===== config.mk =====
export PLATFORM = sky130hd
export DESIGN_NAME = tcmpc_top
export DESIGN_NICKNAME = d
export VERILOG_FILES = /design/src/hdl/tcmpc_pkg.sv /design/src/hdl/tcmpc_edge_det.sv /design/src/hdl/tcmpc_prescaler.sv /design/src/hdl/tcmpc_top.sv
export SDC_FILE = /design/constraint.sdc
export NUM_CORES = 1
export LEC_CHECK = 0
export BUFFER_PORTS_ARGS = -buffer_cell sky130_fd_sc_hd__buf_2
export CAP_MARGIN = 20
export CORE_MARGIN = 5
export CORE_UTILIZATION = 45
export DETAILED_ROUTE_END_ITERATION = 7
export GPL_ROUTABILITY_DRIVEN = 1
export HOLD_SLACK_MARGIN = 0.1
export SLEW_MARGIN = 20
export SYNTH_ARGS = -nofsm -noshare
export SYNTH_HDL_FRONTEND = slang
export SYNTH_SLANG_ARGS = --single-unit
export TNS_END_PERCENT = 20

===== constraint.sdc =====
create_clock -name clk_i -period 3.7 [get_ports clk_i]
set_input_delay 0.74 -clock clk_i [delete_from_list [all_inputs] [get_ports clk_i]]
set_output_delay 0.74 -clock clk_i [all_outputs]
set_load 0.01 [all_outputs]

===== src/hdl/tcmpc_pkg.sv =====
// constants for the timer channel mode and pwm configuration block
// assumes one 50 MHz clock and an 8-bit register port with one-cycle read latency
// Overview of operation
// - operation clock select picks prescaled clock a at 0, b at 1
// - operation clock drives the edge detector; count clock follows count clock select
// - count clock select 0 counts operation clock, 1 counts valid pin edges
// - count clock steps the counter, the output and the interrupt logic
// - width split 0 gives a 16-bit timer, 1 an 8-bit timer
// - trigger source 000 starts on software trigger only
// - trigger source 001 uses the valid pin edge for start and capture
// - trigger source 010 uses both pin edges, one to start, one to capture
// - trigger source 100 starts a one-shot or pwm slave on master interrupt
// - trigger source 110 starts a capture-mode slave on master interrupt, valid pin edge captures
// - input edge field 00 fall, 01 rise, 10 and 11 both edges split
// - mode field 000 interval, 010 capture, 011 event, 100 one-count, 110 capture-one
// - interval mode serves interval, square wave, divider and pwm master
// - one-count mode serves delay, one-shot, two-input master and pwm slave
// - start bit 1 raises interrupt and toggles output at start in repeating modes
// - one-count start bit 0 ignores retrigger, 1 accepts it; no interrupt either way
// - capture-one-count raises no start interrupt and ignores retrigger while counting
// - pwm period is master period data plus one operation clocks
// - pwm duty is slave data over master period data plus one
// - master select 0 makes channel 2 slave or independent, 1 master
// - each prescaled clock is peripheral clock over two to the field value
package tcmpc_pkg;

	// register offsets
	localparam logic [3:0] OFS_PRESCALER_SELECT = 4'h0;
	localparam logic [3:0] OFS_CH0_DATA_LOW     = 4'h1;
	localparam logic [3:0] OFS_CH0_DATA_HIGH    = 4'h2;
	localparam logic [3:0] OFS_CH1_DATA_LOW     = 4'h3;
	localparam logic [3:0] OFS_CH1_DATA_HIGH    = 4'h4;
	localparam logic [3:0] OFS_CH1_MODE_LOW     = 4'h5;
	localparam logic [3:0] OFS_CH1_MODE_HIGH    = 4'h6;
	localparam logic [3:0] OFS_CH2_MODE_LOW     = 4'h7;
	localparam logic [3:0] OFS_CH2_MODE_HIGH    = 4'h8;
	localparam logic [3:0] OFS_CONTROL          = 4'h9;
	localparam logic [3:0] OFS_STATUS           = 4'ha;
	localparam logic [3:0] OFS_CH1_COUNT_LOW    = 4'hb;
	localparam logic [3:0] OFS_CH1_COUNT_HIGH   = 4'hc;

	// reset values
	localparam logic [7:0]  RST_PRESCALER = 8'h00;
	localparam logic [15:0] RST_DATA      = 16'h0000;
	localparam logic [7:0]  RST_MODE      = 8'h00;

	// writable bits of the mode registers, reserved bits read zero
	localparam logic [7:0] MASK_MODE_HIGH = 8'h9f;
	localparam logic [7:0] MASK_MODE_LOW  = 8'hcf;

	// field positions
	localparam int POS_OP_CLOCK_SELECT    = 7;
	localparam int POS_COUNT_CLOCK_SELECT = 4;
	localparam int POS_WIDTH_SPLIT        = 3;
	localparam int POS_MASTER_SELECT      = 3;
	localparam int POS_START_BEHAVIOR     = 0;
	localparam int POS_CTL_CH0_START      = 0;
	localparam int POS_CTL_CH0_STOP       = 1;
	localparam int POS_CTL_CH1_START      = 2;
	localparam int POS_CTL_CH1_STOP       = 3;

	// trigger source codes
	localparam logic [2:0] TRG_SOFTWARE   = 3'h0;
	localparam logic [2:0] TRG_PIN_EDGE   = 3'h1;
	localparam logic [2:0] TRG_BOTH_EDGES = 3'h2;
	localparam logic [2:0] TRG_MASTER_PWM = 3'h4;
	localparam logic [2:0] TRG_MASTER_TWO = 3'h6;

	// operating mode codes
	localparam logic [2:0] MODE_INTERVAL = 3'h0;
	localparam logic [2:0] MODE_CAPTURE  = 3'h2;
	localparam logic [2:0] MODE_EVENT    = 3'h3;
	localparam logic [2:0] MODE_ONECOUNT = 3'h4;
	localparam logic [2:0] MODE_CAPONE   = 3'h6;

	// input edge codes
	localparam logic [1:0] EDGE_FALL      = 2'h0;
	localparam logic [1:0] EDGE_RISE      = 2'h1;
	localparam logic [1:0] EDGE_BOTH_LOW  = 2'h2;
	localparam logic [1:0] EDGE_BOTH_HIGH = 2'h3;

	typedef enum logic {
		CH_IDLE,
		CH_RUN
	} tcmpc_state_t;

endpackage


===== src/hdl/tcmpc_edge_det.sv =====
// edge detector for the channel input pin, sampled on the operation clock tick
// assumes the pin is already synchronous to clk_i
`timescale 1ns/100ps
module tcmpc_edge_det (
	// clock and reset
	input  wire logic clk_i,
	input  wire logic rst_n_i,
	// sampling
	input  wire logic sample_i,
	input  wire logic pin_i,
	// edge pulses
	output logic      rise_o,
	output logic      fall_o
);

	logic now_ff;
	logic old_ff;

	always_ff @(posedge clk_i or negedge rst_n_i) begin
		if (!rst_n_i) begin
			now_ff <= 1'b0;
			old_ff <= 1'b0;
		end else if (sample_i) begin
			now_ff <= pin_i;
			old_ff <= now_ff;
		end
	end

	logic chk_ff;

	always_ff @(posedge clk_i or negedge rst_n_i) begin
		if (!rst_n_i) begin
			chk_ff <= 1'b0;
		end else begin
			chk_ff <= sample_i;
		end
	end

	assign rise_o = chk_ff & now_ff & ~old_ff;
	assign fall_o = chk_ff & ~now_ff & old_ff;

endmodule


===== src/hdl/tcmpc_prescaler.sv =====
// prescaler giving two divided tick enables
// assumes the field values come from the prescaler select register
`timescale 1ns/100ps
module tcmpc_prescaler (
	// clock and reset
	input  wire logic       clk_i,
	input  wire logic       rst_n_i,
	// division fields
	input  wire logic [3:0] sel_a_i,
	input  wire logic [3:0] sel_b_i,
	// tick enables
	output logic            tick_a_o,
	output logic            tick_b_o
);

	logic [14:0] div_ff;
	logic [14:0] mask_a;
	logic [14:0] mask_b;

	always_ff @(posedge clk_i or negedge rst_n_i) begin
		if (!rst_n_i) begin
			div_ff <= 15'h0000;
		end else begin
			div_ff <= div_ff + 15'h0001;
		end
	end

	// divide by two to the field
	assign mask_a   = 15'((16'h0001 << sel_a_i) - 16'h0001);
	assign mask_b   = 15'((16'h0001 << sel_b_i) - 16'h0001);
	assign tick_a_o = ((div_ff & mask_a) == mask_a);
	assign tick_b_o = ((div_ff & mask_b) == mask_b);

endmodule


===== src/hdl/tcmpc_top.sv =====
// master channel 0, configurable channel 1 and channel 2 mode register
// assumes an 8-bit register port and a pin synchronous to clk_i
//
// The implementer's own choices: the register addresses and the address-and-strobe port.
`timescale 1ns/100ps
module tcmpc_top (
	// clock and reset
	input  wire logic       clk_i,
	input  wire logic       rst_n_i,
	// register port
	input  wire logic [3:0] addr_i,
	input  wire logic [7:0] wdata_i,
	input  wire logic       wr_i,
	input  wire logic       rd_i,
	output logic      [7:0] rdata_o,
	// channel pin
	input  wire logic       channel_input_pin_i,
	// events and outputs
	output logic            master_count_irq_o,
	output logic            ch1_irq_o,
	output logic            ch0_out_o,
	output logic            ch1_out_o,
	output logic            ch2_master_o
);

	logic [7:0]  prescaler_select_ff;
	logic [15:0] period_data_ff;
	logic [15:0] duty_data_ff;
	logic [7:0]  ch1_mode_high_ff;
	logic [7:0]  ch1_mode_low_ff;
	logic [7:0]  ch2_mode_high_ff;
	logic [7:0]  ch2_mode_low_ff;
	logic [7:0]  rdata_ff;

	logic tick_a;
	logic tick_b;
	logic op_tick;
	logic pin_rise;
	logic pin_fall;
	logic valid_edge;
	logic start_edge;
	logic capture_edge;
	logic count_tick;

	logic ctl_wr;
	logic sw_start0;
	logic sw_stop0;
	logic sw_start1;
	logic sw_stop1;

	logic [2:0] trigger_source_field;
	logic [1:0] input_edge_field;
	logic [2:0] op_mode_field;
	logic       start_behavior_bit;
	logic       width_split;

	assign trigger_source_field = ch1_mode_high_ff[2:0];
	assign input_edge_field     = ch1_mode_low_ff[7:6];
	assign op_mode_field        = ch1_mode_low_ff[3:1];
	assign start_behavior_bit   = ch1_mode_low_ff[tcmpc_pkg::POS_START_BEHAVIOR];
	assign width_split          = ch1_mode_high_ff[tcmpc_pkg::POS_WIDTH_SPLIT];

	assign ctl_wr    = wr_i && (addr_i == tcmpc_pkg::OFS_CONTROL);
	assign sw_start0 = ctl_wr && wdata_i[tcmpc_pkg::POS_CTL_CH0_START];
	assign sw_stop0  = ctl_wr && wdata_i[tcmpc_pkg::POS_CTL_CH0_STOP];
	assign sw_start1 = ctl_wr && wdata_i[tcmpc_pkg::POS_CTL_CH1_START];
	assign sw_stop1  = ctl_wr && wdata_i[tcmpc_pkg::POS_CTL_CH1_STOP];

	// clock generation
	tcmpc_prescaler u_prescaler (
		.clk_i    (clk_i),
		.rst_n_i  (rst_n_i),
		.sel_a_i  (prescaler_select_ff[3:0]),
		.sel_b_i  (prescaler_select_ff[7:4]),
		.tick_a_o (tick_a),
		.tick_b_o (tick_b)
	);

	assign op_tick = ch1_mode_high_ff[tcmpc_pkg::POS_OP_CLOCK_SELECT] ? tick_b : tick_a;

	tcmpc_edge_det u_edge_det (
		.clk_i    (clk_i),
		.rst_n_i  (rst_n_i),
		.sample_i (op_tick),
		.pin_i    (channel_input_pin_i),
		.rise_o   (pin_rise),
		.fall_o   (pin_fall)
	);

	always_comb begin
		case (input_edge_field)
			tcmpc_pkg::EDGE_FALL: begin
				valid_edge   = pin_fall;
				start_edge   = pin_fall;
				capture_edge = pin_fall;
			end
			tcmpc_pkg::EDGE_RISE: begin
				valid_edge   = pin_rise;
				start_edge   = pin_rise;
				capture_edge = pin_rise;
			end
			tcmpc_pkg::EDGE_BOTH_LOW: begin
				valid_edge   = pin_rise | pin_fall;
				start_edge   = pin_fall;
				capture_edge = pin_rise;
			end
			default: begin
				valid_edge   = pin_rise | pin_fall;
				start_edge   = pin_rise;
				capture_edge = pin_fall;
			end
		endcase
	end

	assign count_tick = ch1_mode_high_ff[tcmpc_pkg::POS_COUNT_CLOCK_SELECT] ? valid_edge
	                                                                        : op_tick;

	// master channel 0
	logic        m_run_ff;
	logic [15:0] m_cnt_ff;
	logic        m_irq_ff;
	logic        m_out_ff;

	always_ff @(posedge clk_i or negedge rst_n_i) begin
		if (!rst_n_i) begin
			m_run_ff <= 1'b0;
			m_cnt_ff <= tcmpc_pkg::RST_DATA;
		end else if (sw_stop0) begin
			m_run_ff <= 1'b0;
		end else if (sw_start0) begin
			m_run_ff <= 1'b1;
			m_cnt_ff <= period_data_ff;
		end else if (m_run_ff && op_tick) begin
			m_cnt_ff <= (m_cnt_ff == 16'h0000) ? period_data_ff : m_cnt_ff - 16'h0001;
		end
	end

	always_ff @(posedge clk_i or negedge rst_n_i) begin
		if (!rst_n_i) begin
			m_irq_ff <= 1'b0;
			m_out_ff <= 1'b0;
		end else begin
			m_irq_ff <= m_run_ff && !sw_stop0 && !sw_start0 && op_tick
			            && (m_cnt_ff == 16'h0000);
			if (m_run_ff && !sw_stop0 && !sw_start0 && op_tick && (m_cnt_ff == 16'h0000)) begin
				m_out_ff <= ~m_out_ff;
			end
		end
	end

	// channel 1 trigger selection
	logic start_trig;
	logic capture_trig;

	always_comb begin
		start_trig   = sw_start1;
		capture_trig = 1'b0;
		case (trigger_source_field)
			tcmpc_pkg::TRG_SOFTWARE: begin
				start_trig = sw_start1;
			end
			tcmpc_pkg::TRG_PIN_EDGE: begin
				start_trig   = sw_start1 | valid_edge;
				capture_trig = valid_edge;
			end
			tcmpc_pkg::TRG_BOTH_EDGES: begin
				start_trig   = sw_start1 | start_edge;
				capture_trig = capture_edge;
			end
			tcmpc_pkg::TRG_MASTER_PWM: begin
				start_trig = sw_start1
				             | (m_irq_ff && (op_mode_field == tcmpc_pkg::MODE_ONECOUNT));
			end
			tcmpc_pkg::TRG_MASTER_TWO: begin
				start_trig   = sw_start1
				               | (m_irq_ff && (op_mode_field == tcmpc_pkg::MODE_CAPTURE));
				capture_trig = valid_edge;
			end
			default: begin
				start_trig = sw_start1;
			end
		endcase
	end

	// channel 1 counting
	tcmpc_pkg::tcmpc_state_t state_ff;
	tcmpc_pkg::tcmpc_state_t nxt_state;
	logic [15:0] cnt_ff;
	logic [15:0] nxt_cnt;
	logic        out_ff;
	logic        nxt_out;
	logic        irq_ff;
	logic        nxt_irq;
	logic        cap_we;
	logic [15:0] load_val;
	logic [15:0] dec_val;
	logic        cnt_zero;

	assign load_val = width_split ? {8'h00, duty_data_ff[7:0]} : duty_data_ff;
	assign cnt_zero = width_split ? (cnt_ff[7:0] == 8'h00) : (cnt_ff == 16'h0000);
	assign dec_val  = cnt_ff - 16'h0001;

	always_comb begin
		nxt_state = state_ff;
		nxt_cnt   = cnt_ff;
		nxt_out   = out_ff;
		nxt_irq   = 1'b0;
		cap_we    = 1'b0;
		case (state_ff)
			tcmpc_pkg::CH_IDLE: begin
				if (start_trig) begin
					nxt_state = tcmpc_pkg::CH_RUN;
					case (op_mode_field)
						tcmpc_pkg::MODE_INTERVAL, tcmpc_pkg::MODE_EVENT: begin
							nxt_cnt = load_val;
							if (start_behavior_bit) begin
								nxt_irq = 1'b1;
								nxt_out = ~out_ff;
							end
						end
						tcmpc_pkg::MODE_CAPTURE: begin
							nxt_cnt = 16'h0000;
							if (start_behavior_bit) begin
								nxt_irq = 1'b1;
								nxt_out = ~out_ff;
							end
						end
						tcmpc_pkg::MODE_ONECOUNT: begin
							nxt_cnt = load_val;
							nxt_out = (load_val != 16'h0000);
						end
						tcmpc_pkg::MODE_CAPONE: begin
							nxt_cnt = 16'h0000;
						end
						default: begin
							nxt_state = tcmpc_pkg::CH_IDLE;
						end
					endcase
				end
			end
			tcmpc_pkg::CH_RUN: begin
				case (op_mode_field)
					// count clock steps counter and output
					tcmpc_pkg::MODE_INTERVAL, tcmpc_pkg::MODE_EVENT: begin
						if (count_tick) begin
							nxt_cnt = cnt_zero ? load_val : dec_val;
							nxt_irq = cnt_zero;
							nxt_out = cnt_zero ? ~out_ff : out_ff;
						end
					end
					tcmpc_pkg::MODE_CAPTURE: begin
						if (capture_trig) begin
							cap_we  = 1'b1;
							nxt_irq = 1'b1;
							nxt_cnt = 16'h0000;
						end else if (count_tick) begin
							nxt_cnt = cnt_ff + 16'h0001;
						end
					end
					tcmpc_pkg::MODE_ONECOUNT: begin
						if (start_trig && start_behavior_bit) begin
							nxt_cnt = load_val;
							nxt_out = (load_val != 16'h0000);
						end else if (count_tick) begin
							if (cnt_zero || (dec_val == 16'h0000)
							    || (width_split && (dec_val[7:0] == 8'h00))) begin
								nxt_cnt   = 16'h0000;
								nxt_out   = 1'b0;
								nxt_irq   = 1'b1;
								nxt_state = tcmpc_pkg::CH_IDLE;
							end else begin
								nxt_cnt = dec_val;
							end
						end
					end
					tcmpc_pkg::MODE_CAPONE: begin
						if (capture_trig) begin
							cap_we    = 1'b1;
							nxt_irq   = 1'b1;
							nxt_state = tcmpc_pkg::CH_IDLE;
						end else if (count_tick) begin
							nxt_cnt = cnt_ff + 16'h0001;
						end
					end
					default: begin
						nxt_state = tcmpc_pkg::CH_IDLE;
					end
				endcase
			end
			default: begin
				nxt_state = tcmpc_pkg::CH_IDLE;
			end
		endcase
		if (sw_stop1) begin
			nxt_state = tcmpc_pkg::CH_IDLE;
			nxt_irq   = 1'b0;
			cap_we    = 1'b0;
		end
		if (width_split) begin
			nxt_cnt[15:8] = 8'h00;
		end
	end

	always_ff @(posedge clk_i or negedge rst_n_i) begin
		if (!rst_n_i) begin
			state_ff <= tcmpc_pkg::CH_IDLE;
			cnt_ff   <= tcmpc_pkg::RST_DATA;
			out_ff   <= 1'b0;
			irq_ff   <= 1'b0;
		end else begin
			state_ff <= nxt_state;
			cnt_ff   <= nxt_cnt;
			out_ff   <= nxt_out;
			irq_ff   <= nxt_irq;
		end
	end

	// register writes
	always_ff @(posedge clk_i or negedge rst_n_i) begin
		if (!rst_n_i) begin
			prescaler_select_ff <= tcmpc_pkg::RST_PRESCALER;
			period_data_ff      <= tcmpc_pkg::RST_DATA;
			ch1_mode_high_ff    <= tcmpc_pkg::RST_MODE;
			ch1_mode_low_ff     <= tcmpc_pkg::RST_MODE;
			ch2_mode_high_ff    <= tcmpc_pkg::RST_MODE;
			ch2_mode_low_ff     <= tcmpc_pkg::RST_MODE;
		end else if (wr_i) begin
			case (addr_i)
				tcmpc_pkg::OFS_PRESCALER_SELECT: prescaler_select_ff  <= wdata_i;
				tcmpc_pkg::OFS_CH0_DATA_LOW:     period_data_ff[7:0]  <= wdata_i;
				tcmpc_pkg::OFS_CH0_DATA_HIGH:    period_data_ff[15:8] <= wdata_i;
				tcmpc_pkg::OFS_CH1_MODE_LOW: begin
					ch1_mode_low_ff <= wdata_i & tcmpc_pkg::MASK_MODE_LOW;
				end
				tcmpc_pkg::OFS_CH1_MODE_HIGH: begin
					ch1_mode_high_ff <= wdata_i & tcmpc_pkg::MASK_MODE_HIGH;
				end
				tcmpc_pkg::OFS_CH2_MODE_LOW: begin
					ch2_mode_low_ff <= wdata_i & tcmpc_pkg::MASK_MODE_LOW;
				end
				tcmpc_pkg::OFS_CH2_MODE_HIGH: begin
					ch2_mode_high_ff <= wdata_i & tcmpc_pkg::MASK_MODE_HIGH;
				end
				default: begin
				end
			endcase
		end
	end

	// channel 1 data, capture wins over a bus write
	always_ff @(posedge clk_i or negedge rst_n_i) begin
		if (!rst_n_i) begin
			duty_data_ff <= tcmpc_pkg::RST_DATA;
		end else if (cap_we) begin
			duty_data_ff <= cnt_ff;
		end else if (wr_i && (addr_i == tcmpc_pkg::OFS_CH1_DATA_LOW)) begin
			duty_data_ff[7:0] <= wdata_i;
		end else if (wr_i && (addr_i == tcmpc_pkg::OFS_CH1_DATA_HIGH)) begin
			duty_data_ff[15:8] <= wdata_i;
		end
	end

	// register reads, one cycle later
	always_ff @(posedge clk_i or negedge rst_n_i) begin
		if (!rst_n_i) begin
			rdata_ff <= 8'h00;
		end else if (rd_i) begin
			case (addr_i)
				tcmpc_pkg::OFS_PRESCALER_SELECT: rdata_ff <= prescaler_select_ff;
				tcmpc_pkg::OFS_CH0_DATA_LOW:     rdata_ff <= period_data_ff[7:0];
				tcmpc_pkg::OFS_CH0_DATA_HIGH:    rdata_ff <= period_data_ff[15:8];
				tcmpc_pkg::OFS_CH1_DATA_LOW:     rdata_ff <= duty_data_ff[7:0];
				tcmpc_pkg::OFS_CH1_DATA_HIGH:    rdata_ff <= duty_data_ff[15:8];
				tcmpc_pkg::OFS_CH1_MODE_LOW:     rdata_ff <= ch1_mode_low_ff;
				tcmpc_pkg::OFS_CH1_MODE_HIGH:    rdata_ff <= ch1_mode_high_ff;
				tcmpc_pkg::OFS_CH2_MODE_LOW:     rdata_ff <= ch2_mode_low_ff;
				tcmpc_pkg::OFS_CH2_MODE_HIGH:    rdata_ff <= ch2_mode_high_ff;
				tcmpc_pkg::OFS_STATUS: begin
					rdata_ff <= {4'h0, m_out_ff, out_ff,
					             (state_ff == tcmpc_pkg::CH_RUN), m_run_ff};
				end
				tcmpc_pkg::OFS_CH1_COUNT_LOW:    rdata_ff <= cnt_ff[7:0];
				tcmpc_pkg::OFS_CH1_COUNT_HIGH:   rdata_ff <= cnt_ff[15:8];
				default:                         rdata_ff <= 8'h00;
			endcase
		end else begin
			rdata_ff <= 8'h00;
		end
	end

	assign rdata_o            = rdata_ff;
	assign master_count_irq_o = m_irq_ff;
	assign ch1_irq_o          = irq_ff;
	assign ch0_out_o          = m_out_ff;
	assign ch1_out_o          = out_ff;
	assign ch2_master_o       = ch2_mode_high_ff[tcmpc_pkg::POS_MASTER_SELECT];

endmodule


==> summary.md, run 1 <==
| Metric | Value |
|---|---|
| Outcome | completed |
| Synthesized Nets | 1090 |
| Worst Setup Start Kind | flop |
| Die Outline Area | between 0.02 and 0.025 mm2 |
| Floorplan die width | between 150 and 200 um |
| Worst clock skew | 0.00898 ns |
| Post-synthesis cell area | between 0.009 and 0.01 mm2 |
| Row Count | 52 |
| Effective utilization at floorplan | 45.3% |
| Post-layout nets | 1128 |
| HPWL after detailed placement | 21.5 mm |
| Vias in the first global route | 8115 |
| Synth Area per Inst | 8.56 um2 |
| Average wire per standard cell | 22.1 um |
| Type of the tightest min-delay check | in -> async |
| Number of buffers inserted during clock tree synthesis | 17 |
| Global route total overflow | 0 |
| GR peak layer | met2 |
| Crit path time final | 3.69 ns |
| Clock power frac | 25.0% |
| Pre-CTS worst setup slack | -0.0977 ns |
| Sequential share of the synthesized area | 35.2% |
| Commonest register cell after synthesis | sky130_fd_sc_hd__dfrtp_1 |
| Clk pin slew, worst setup/hold paths | 0.06 ns |
| Largest stage delay on the critical path | about 0.56 ns |
| Proportion of synthesized flip-flops having asynchronous set or reset | 100% |
| RSZ-0062 raised after global routing | true |
| Maximum number of pins on one net before global-route repair | 74 |
| Portion of the clock cycle consumed by the worst path in the final layout | 99.7% |
| Library cell appearing most often on the critical path | sky130_fd_sc_hd__a32o_1 |
| Total number of vias | between 8k and 9k |
| TritonCTS clock tree | built |
| Hold buffer count at CTS | 0 |
| Sort of element at the end of the critical path | flop |
| Clk buf depth | 2 |
| Number of different library cells in the post-synthesis netlist | 82 |
| Warnings, synthesis | 0 |
| Remaining design rule violation count | 0 |
| Pleak | around 4.4 nW |
| Clock latency at the later pin of the worst-skew pair | 0.43 ns |
| Number of flops mapped to enable cells by yosys | 0 |
| Wire length reported by the detailed router | slightly above 30 mm |
| Vertical extent of the die | between 150 and 200 um |
| Maximum clock rate | 271 MHz |
| Final non-filler cell area | between 0.01 and 0.015 mm2 |
| Critical Path AT | 4.00 ns |
| Normalized max-slew margin | 40.7% |
| Count of clock tree sinks | between 100 and 150 |
| Met1 demand-to-capacity share in global routing | 37.0% |
| Layout Cells excl Fill | 1383 |
| Minimum setup slack in the final design | 0.0113 ns |
| Library cell contributing the largest single delay on the critical path | sky130_fd_sc_hd__or4_1 |
| Register bit total from synthesis | 128 |
| # placed instances | 1341 |
| Met2 usage in global routing | 38.7% |
| Number of max-slew violations in the final report | 0 |
| Met3 global-route usage | 5.92% |
| Part of the total power dissipated in combinational logic | between 40% and 50% |
| Signed area change from the synthesized netlist to the final layout | 16.3% |
| Fraction of power spent switching nets | 41.8% |
| Worst Setup Path Type | reg -> reg |
| Power density over the cells | ~620 mW/mm2 |
| Actual transition at the worst max-transition pin | roughly 0.9 ns |
| Diode insertion count for antenna repair | 0 |
| Critical path's top delay family | compound AO/OA/AOI/OAI gates |
| Core Footprint | 0.0200 mm2 |
| Cell area reported after detailed placement | 0.00980 mm2 |
| Weighted congestion at the end of routability-driven global placement | 0.957 |
| Power spent charging and discharging nets | ~0.0028 W |
| # IOs | 30 |
| Antenna violations before repair | 0 |
| First-iteration detailed-routing DRC count | 1052 |
| Bufs and invs on worst path | 1 |
| Cells after Synth | 1062 |
| Count of port buffers added during placement | 29 |
| Vias per cell | around 6.3 |
| Utilization after layout | a little over half |
| Number of maximum-capacitance violations | 0 |
| Fraction of layout instances using a drive strength above 1 | 20.8% |
| Reg power frac | around 33% |
| Series of cell instances along the critical path | or2_1 > or3_4 > ha_4 > or4_1 > a211oi_2 > a2111oi_2 > o211ai_1 > o22ai_4 > buf_6 > a21o_4 > a32o_1 > a211o_1 > a32o_1 |
| Post-route ant nets | 0 |
| H-Tree Depth | 4 |
| Final hold viol count | 0 |
| WP data required | 4.02 ns |
| CTS Root Buffer Type | sky130_fd_sc_hd__clkbuf_16 |
| Maximum vdd ir drop | 0.370 mV |
| Number of iterations in the first detailed-routing pass | 6 |
| Global-route usage over all layers | 25.5% |
| First-pass GRT wire length | 47.2 mm |
| Biggest fanout along the worst timing path | 8 |
| Total internal power | 0.00384 W |
| Count of final setup violators | 0 |
==> final cells by class <==
| class | instances | area (um2) |
|---|---|---|
| Clock buffer | 19 | 443 |
| Multi-Input combinational cell | 818 | 5540 |
| Fill cell | 1954 | 9470 |
| Sequential cell | 128 | 3200 |
| Clock inverter | 13 | 125 |
| Inverter | 25 | 93.8 |
| Timing Repair Buffer | 110 | 832 |
| Tap cell | 270 | 338 |
==> layer usage <==
layer / vias to the layer above / wire [um]
li1: 4012 / -
met1: 4277 / 13900
met2: 377 / 13700
met3: 53 / 2350
met4: 0 / 593
met5: - / 0
==> flip-flops by register name, summed over array words and instances (netlist names), 6 cells and up <==
register             count
m_cnt_ff                16
u_prescaler.div_ff      15
ch2_mode_low_ff          6
rdata_o                  8
ch2_mode_high_ff         6
ch1_mode_low_ff          6
ch1_mode_high_ff         6
duty_data_ff            16
prescaler_select_ff      8
cnt_ff                  16
period_data_ff          16
==> through the flow <==
step / hold slack [ns] / TNS [ns] / power (W)
6_report: 0.307 / 0 / 0.00660
3_5_place_dp: 0.497 / -0.532 / 0.00480
5_1_grt: 0.374 / -0.342 / 0.00699
4_1_cts: 0.346 / 0 / 0.00647
3_3_place_gp: 0.488 / -0.0193 / 0.00479
2_1_floorplan: 0.444 / 0 / 0.00388
==> synth_stat cells (13+ instances only) <==
cell	number	area share (%)
sky130_fd_sc_hd__a211oi_1	13	1.1
sky130_fd_sc_hd__a21oi_1	57	3.1
sky130_fd_sc_hd__a31oi_1	15	1.0
sky130_fd_sc_hd__and3_1	17	1.2
sky130_fd_sc_hd__clkbuf_1	78	3.2
sky130_fd_sc_hd__dfrtp_1	128	35
sky130_fd_sc_hd__inv_1	25	1.0
sky130_fd_sc_hd__mux2_2	52	6.4
sky130_fd_sc_hd__mux2i_1	33	3.6
sky130_fd_sc_hd__nand2_1	92	3.8
sky130_fd_sc_hd__nand3_1	22	1.2
sky130_fd_sc_hd__nor2_1	101	4.2
sky130_fd_sc_hd__nor2b_1	14	0.96
sky130_fd_sc_hd__nor3_1	35	1.9
sky130_fd_sc_hd__nor4_1	18	1.2
sky130_fd_sc_hd__o21ai_0	87	4.8
sky130_fd_sc_hd__xnor2_1	22	2.1
==> what timing repair did <==
item / in CTS / in global routing
pin swaps: 1 / 9
setup buffers: 0 / 9
resized for setup: 4 / 19
setup endpoints to repair: 32 / 31
cloned: 0 / 1
==> cell usage in the layout (no fill, tap or decap), types with 28 or more instances in the layout <==
cell type	n
sky130_fd_sc_hd__buf_4	73
sky130_fd_sc_hd__nor3_1	34
sky130_fd_sc_hd__buf_2	28
sky130_fd_sc_hd__a21oi_1	57
sky130_fd_sc_hd__mux2_2	52
sky130_fd_sc_hd__o21ai_0	85
sky130_fd_sc_hd__nor2_1	101
sky130_fd_sc_hd__dfrtp_1	128
sky130_fd_sc_hd__nand2_1	92
sky130_fd_sc_hd__mux2i_1	33
==> power by group through the flow <==
stage / sequential, W / clock, W / combinational (W)
2_1_floorplan: 0.00195 / 0 / 0.00193
3_3_place_gp: 0.00214 / 0 / 0.00265
3_5_place_dp: 0.00214 / 0 / 0.00266
4_1_cts: 0.00212 / 0.00167 / 0.00267
5_1_grt: 0.00217 / 0.00173 / 0.00308
6_report: 0.00214 / 0.00165 / 0.00281
==> cells by family after synthesis <==
group | after synthesis | synth area share, %
multiplexers | 91 | 11.6
AO/OA/AOI/OAI | 301 | 22.3
adder cells (fa/ha/maj) | 11 | 1.51
AND/OR/NAND/NOR | 382 | 21.3
buffers and inverters | 116 | 4.96
flip-flops | 128 | 35.2
XOR/XNOR | 33 | 3.18
==> path summary, 6_finish.rpt <==
check,from,to,slack (ns),cells past startpoint
worst max register to register,prescaler_select_ff[2],cnt_ff[2],0.01,13
worst min register to register,ch2_mode_low_ff[0],ch2_mode_low_ff[0],0.51,1
max in group asynchronous,rst_n_i,duty_data_ff[13],2.63,2
worst min-delay path,rst_n_i,u_prescaler.div_ff[12],0.31,1
min in group clk_i,ch2_mode_low_ff[0],ch2_mode_low_ff[0],0.51,1
worst max-delay path,prescaler_select_ff[2],cnt_ff[2],0.01,13
Note: power is estimated with default switching activity, not from simulation.
==> run 2: changes to the inputs <==
BUFFER_PORTS_ARGS = -buffer_cell sky130_fd_sc_hd__buf_4   (was -buffer_cell sky130_fd_sc_hd__buf_2)
clock period = 4.5 ns   (was 3.7 ns; I/O delays follow)
==> run 2 against run 1 <==
  * Flip-flop and latch count did not move
  * Setup slack improved by 0.10 ns
  * First-iteration DRC count shrank 22%
  * Non-clock buffer count fell by 48
  * Combinational power decreased by 26%
  * Worst hold slack gained 0.20 ns
  * Register-to-register slack improved by 0.10 ns
  * Largest cell class unchanged
==> summary.md, run 2 (synthesis gave the netlist of run 1 again) <==
| Metric | Value |
|---|---|
| Cell area reported after detailed placement | 0.00954 mm2 |
| Fraction of power spent switching nets | 41.5% |
| Crit path time final | 4.38 ns |
| Wire length reported by the detailed router | just under 30 mm |
| WP data required | roughly 4.8 ns |
| Count of final setup violators | 0 |
| Top library cells by usage in the layout, fill and taps aside | 128 x sky130_fd_sc_hd__dfrtp_1, 101 x sky130_fd_sc_hd__nor2_1, 92 x sky130_fd_sc_hd__nand2_1 |
| Number of max-slew violations in the final report | 0 |
| DR WL met2 | 13.0 mm |
| Maximum vdd ir drop | 0.243 mV |
| Remaining design rule violation count | 0 |
| Biggest fanout along the worst timing path | 17 |
| Signed area change from the synthesized netlist to the final layout | 11.6% |
| Total number of vias | 8484 |
| Hold Path Stages | 1 |
| Global-route usage over all layers | 25.1% |
| Normalized max-slew margin | 27.8% |
| Number of buffers inserted during clock tree synthesis | 17 |
| Worst-case register-to-register setup slack | 0.12 ns |
| Outcome | completed |
| Clk pin slew, worst setup/hold paths | 0.06 ns |
| Most common library cell in the layout ignoring fill and taps | sky130_fd_sc_hd__dfrtp_1 |
| Fraction of layout instances using a drive strength above 1 | 16.2% |
| Overall Power | roughly 0.0053 W |
| Clock latency at the later pin of the worst-skew pair | approximately 0.43 ns |
| Cell depth of the worst flop-to-flop path | 11 |
| Average wire per standard cell | 22.1 um |
| Met3 wirelength from detailed routing | between 2 and 2.5 mm |
| Count of port buffers added during placement | 29 |
| Weighted congestion at the end of routability-driven global placement | 0.937 |
| Hold buffer count at CTS | 0 |
| First-iteration detailed-routing DRC count | 820 |
| Vertical extent of the die | 152 um |
| HPWL after detailed placement | 20.4 mm |
| Maximum clock rate | between 200 and 250 MHz |
| Effective utilization at floorplan | 45.3% |
| Vias per cell | roughly 6.4 |
| Post-route ant nets | 0 |
| Global route total overflow | 0 |
| Number of maximum-capacitance violations | 0 |
| Type of the tightest min-delay check | reg -> reg |
| Portion of the clock cycle consumed by the worst path in the final layout | 97.4% |
| Post-layout nets | around 1.1k |
| Endpoint of the lowest-slack register-to-register path | cnt_ff[9] |
| Sort of element at the end of the critical path | flop |
| Core Footprint | 0.0200 mm2 |
| Actual transition at the worst max-transition pin | roughly 1.1 ns |
| Start point of the worst hold path | ch2_mode_low_ff[2] |
| Row Count | 52 |
| Maximum number of pins on one net before global-route repair | 90 |
| Clk buf depth | 2 |
| Power spent charging and discharging nets | 0.00219 W |
| Reg power frac | 33.9% |
| Clock power frac | between 20% and 30% |
| # placed instances | 1303 |
| Setup tns final | 0 ns |
| Worst Setup Start Kind | flop |
| Crit Reg-Reg Startpoint | prescaler_select_ff[1] |
| Total internal power | roughly 0.0031 W |
| Count of clock tree sinks | ~130 |
| Pleak | 4.12 nW |
| Number of instances resized during post-cts repair | 0 |
| H-Tree Depth | 4 |
| # IOs | 30 |
| Power density over the cells | 520 mW/mm2 |
| Layout Cells excl Fill | 1335 |
| Metal-1 WL | 13.4 mm |
| Floorplan die width | 152 um |
| Die Outline Area | 0.0231 mm2 |
| Buffers inserted during post-CTS setup optimization | 0 |
| RSZ-0062 raised after global routing | false |
| Diode insertion count for antenna repair | 0 |
| First-pass GRT wire length | between 40 and 50 mm |
| Critical Path AT | 4.70 ns |
| Final hold viol count | 0 |
| Part of the total power dissipated in combinational logic | between 30% and 40% |
| Antenna violations before repair | 0 |
| Worst Setup Path Type | reg -> reg |
| Vias in the first global route | 7855 |
| CTS Root Buffer Type | sky130_fd_sc_hd__clkbuf_16 |
| End point of the worst hold path | ch2_mode_low_ff[2] |
| TritonCTS clock tree | built |
| Final non-filler cell area | 0.0101 mm2 |
| Worst clock skew | 0.0105 ns |
| Number of iterations in the first detailed-routing pass | 5 |
| Highest Signal Layer | met4 |
-- run 2: per-stage QoR --
stage | hold WS [ns] | utilization, % | setup slack (ns)
floorplan | 0.471 | - | 0.803
global placement | 0.486 | 47.6 | 0.305
detailed placement | 0.498 | 47.6 | 0.193
CTS | 0.506 | 50.6 | 0.170
global route | 0.521 | 50.6 | 0.0233
finish | 0.508 | 50.6 | 0.116
-- run 2: per-layer routing --
layer / track usage [%] / vias up
met5: 0 / -
met4: 8.18 / 0
met3: 5.03 / 72
met2: 37.0 / 387
met1: 37.1 / 4113
li1: - / 3912
-- run 2: final cells by class --
type                            count  area [um2]
Clock buffer                       19         443
Clock inverter                     13         150
Fill cell                        1944        9900
Inverter                           25        93.8
Multi-Input combinational cell    818        5450
Sequential cell                   128        3200
Tap cell                          270         338
Timing Repair Buffer               62         469
-- run 2: critical path, stage by stage (launching register included) --
cell                       delay, ns
sky130_fd_sc_hd__dfrtp_1        0.37
sky130_fd_sc_hd__or2_1          0.26
sky130_fd_sc_hd__or3_4          0.34
sky130_fd_sc_hd__ha_1           0.35
sky130_fd_sc_hd__a22o_1         0.28
sky130_fd_sc_hd__a221o_1        0.32
sky130_fd_sc_hd__a2111o_1       0.35
sky130_fd_sc_hd__o22ai_2        0.26
sky130_fd_sc_hd__a211oi_1       0.21
sky130_fd_sc_hd__nor3_4         0.76
sky130_fd_sc_hd__nand3b_1       0.39
sky130_fd_sc_hd__o32ai_1        0.39
-- run 2: power groups by stage --
stage / combinational (W) / sequential, W / clock, W
after global routing: 0.00229 / 0.00182 / 0.00148
after floorplan: 0.00159 / 0.00160 / 0
after CTS: 0.00204 / 0.00178 / 0.00143
after detailed placement: 0.00203 / 0.00180 / 0
final: 0.00207 / 0.00179 / 0.00141
after global placement: 0.00201 / 0.00180 / 0
-- run 2: worst max path at each step --
stage,from,end,slack [ns],cells past startpoint
after floorplan,prescaler_select_ff[1],cnt_ff[2],0.80,13
after global placement,prescaler_select_ff[1],cnt_ff[11],0.31,11
after detailed placement,prescaler_select_ff[1],cnt_ff[12],0.19,11
after CTS,prescaler_select_ff[1],cnt_ff[14],0.17,11
after global routing,prescaler_select_ff[2],cnt_ff[14],0.02,11
final,prescaler_select_ff[1],cnt_ff[9],0.12,11
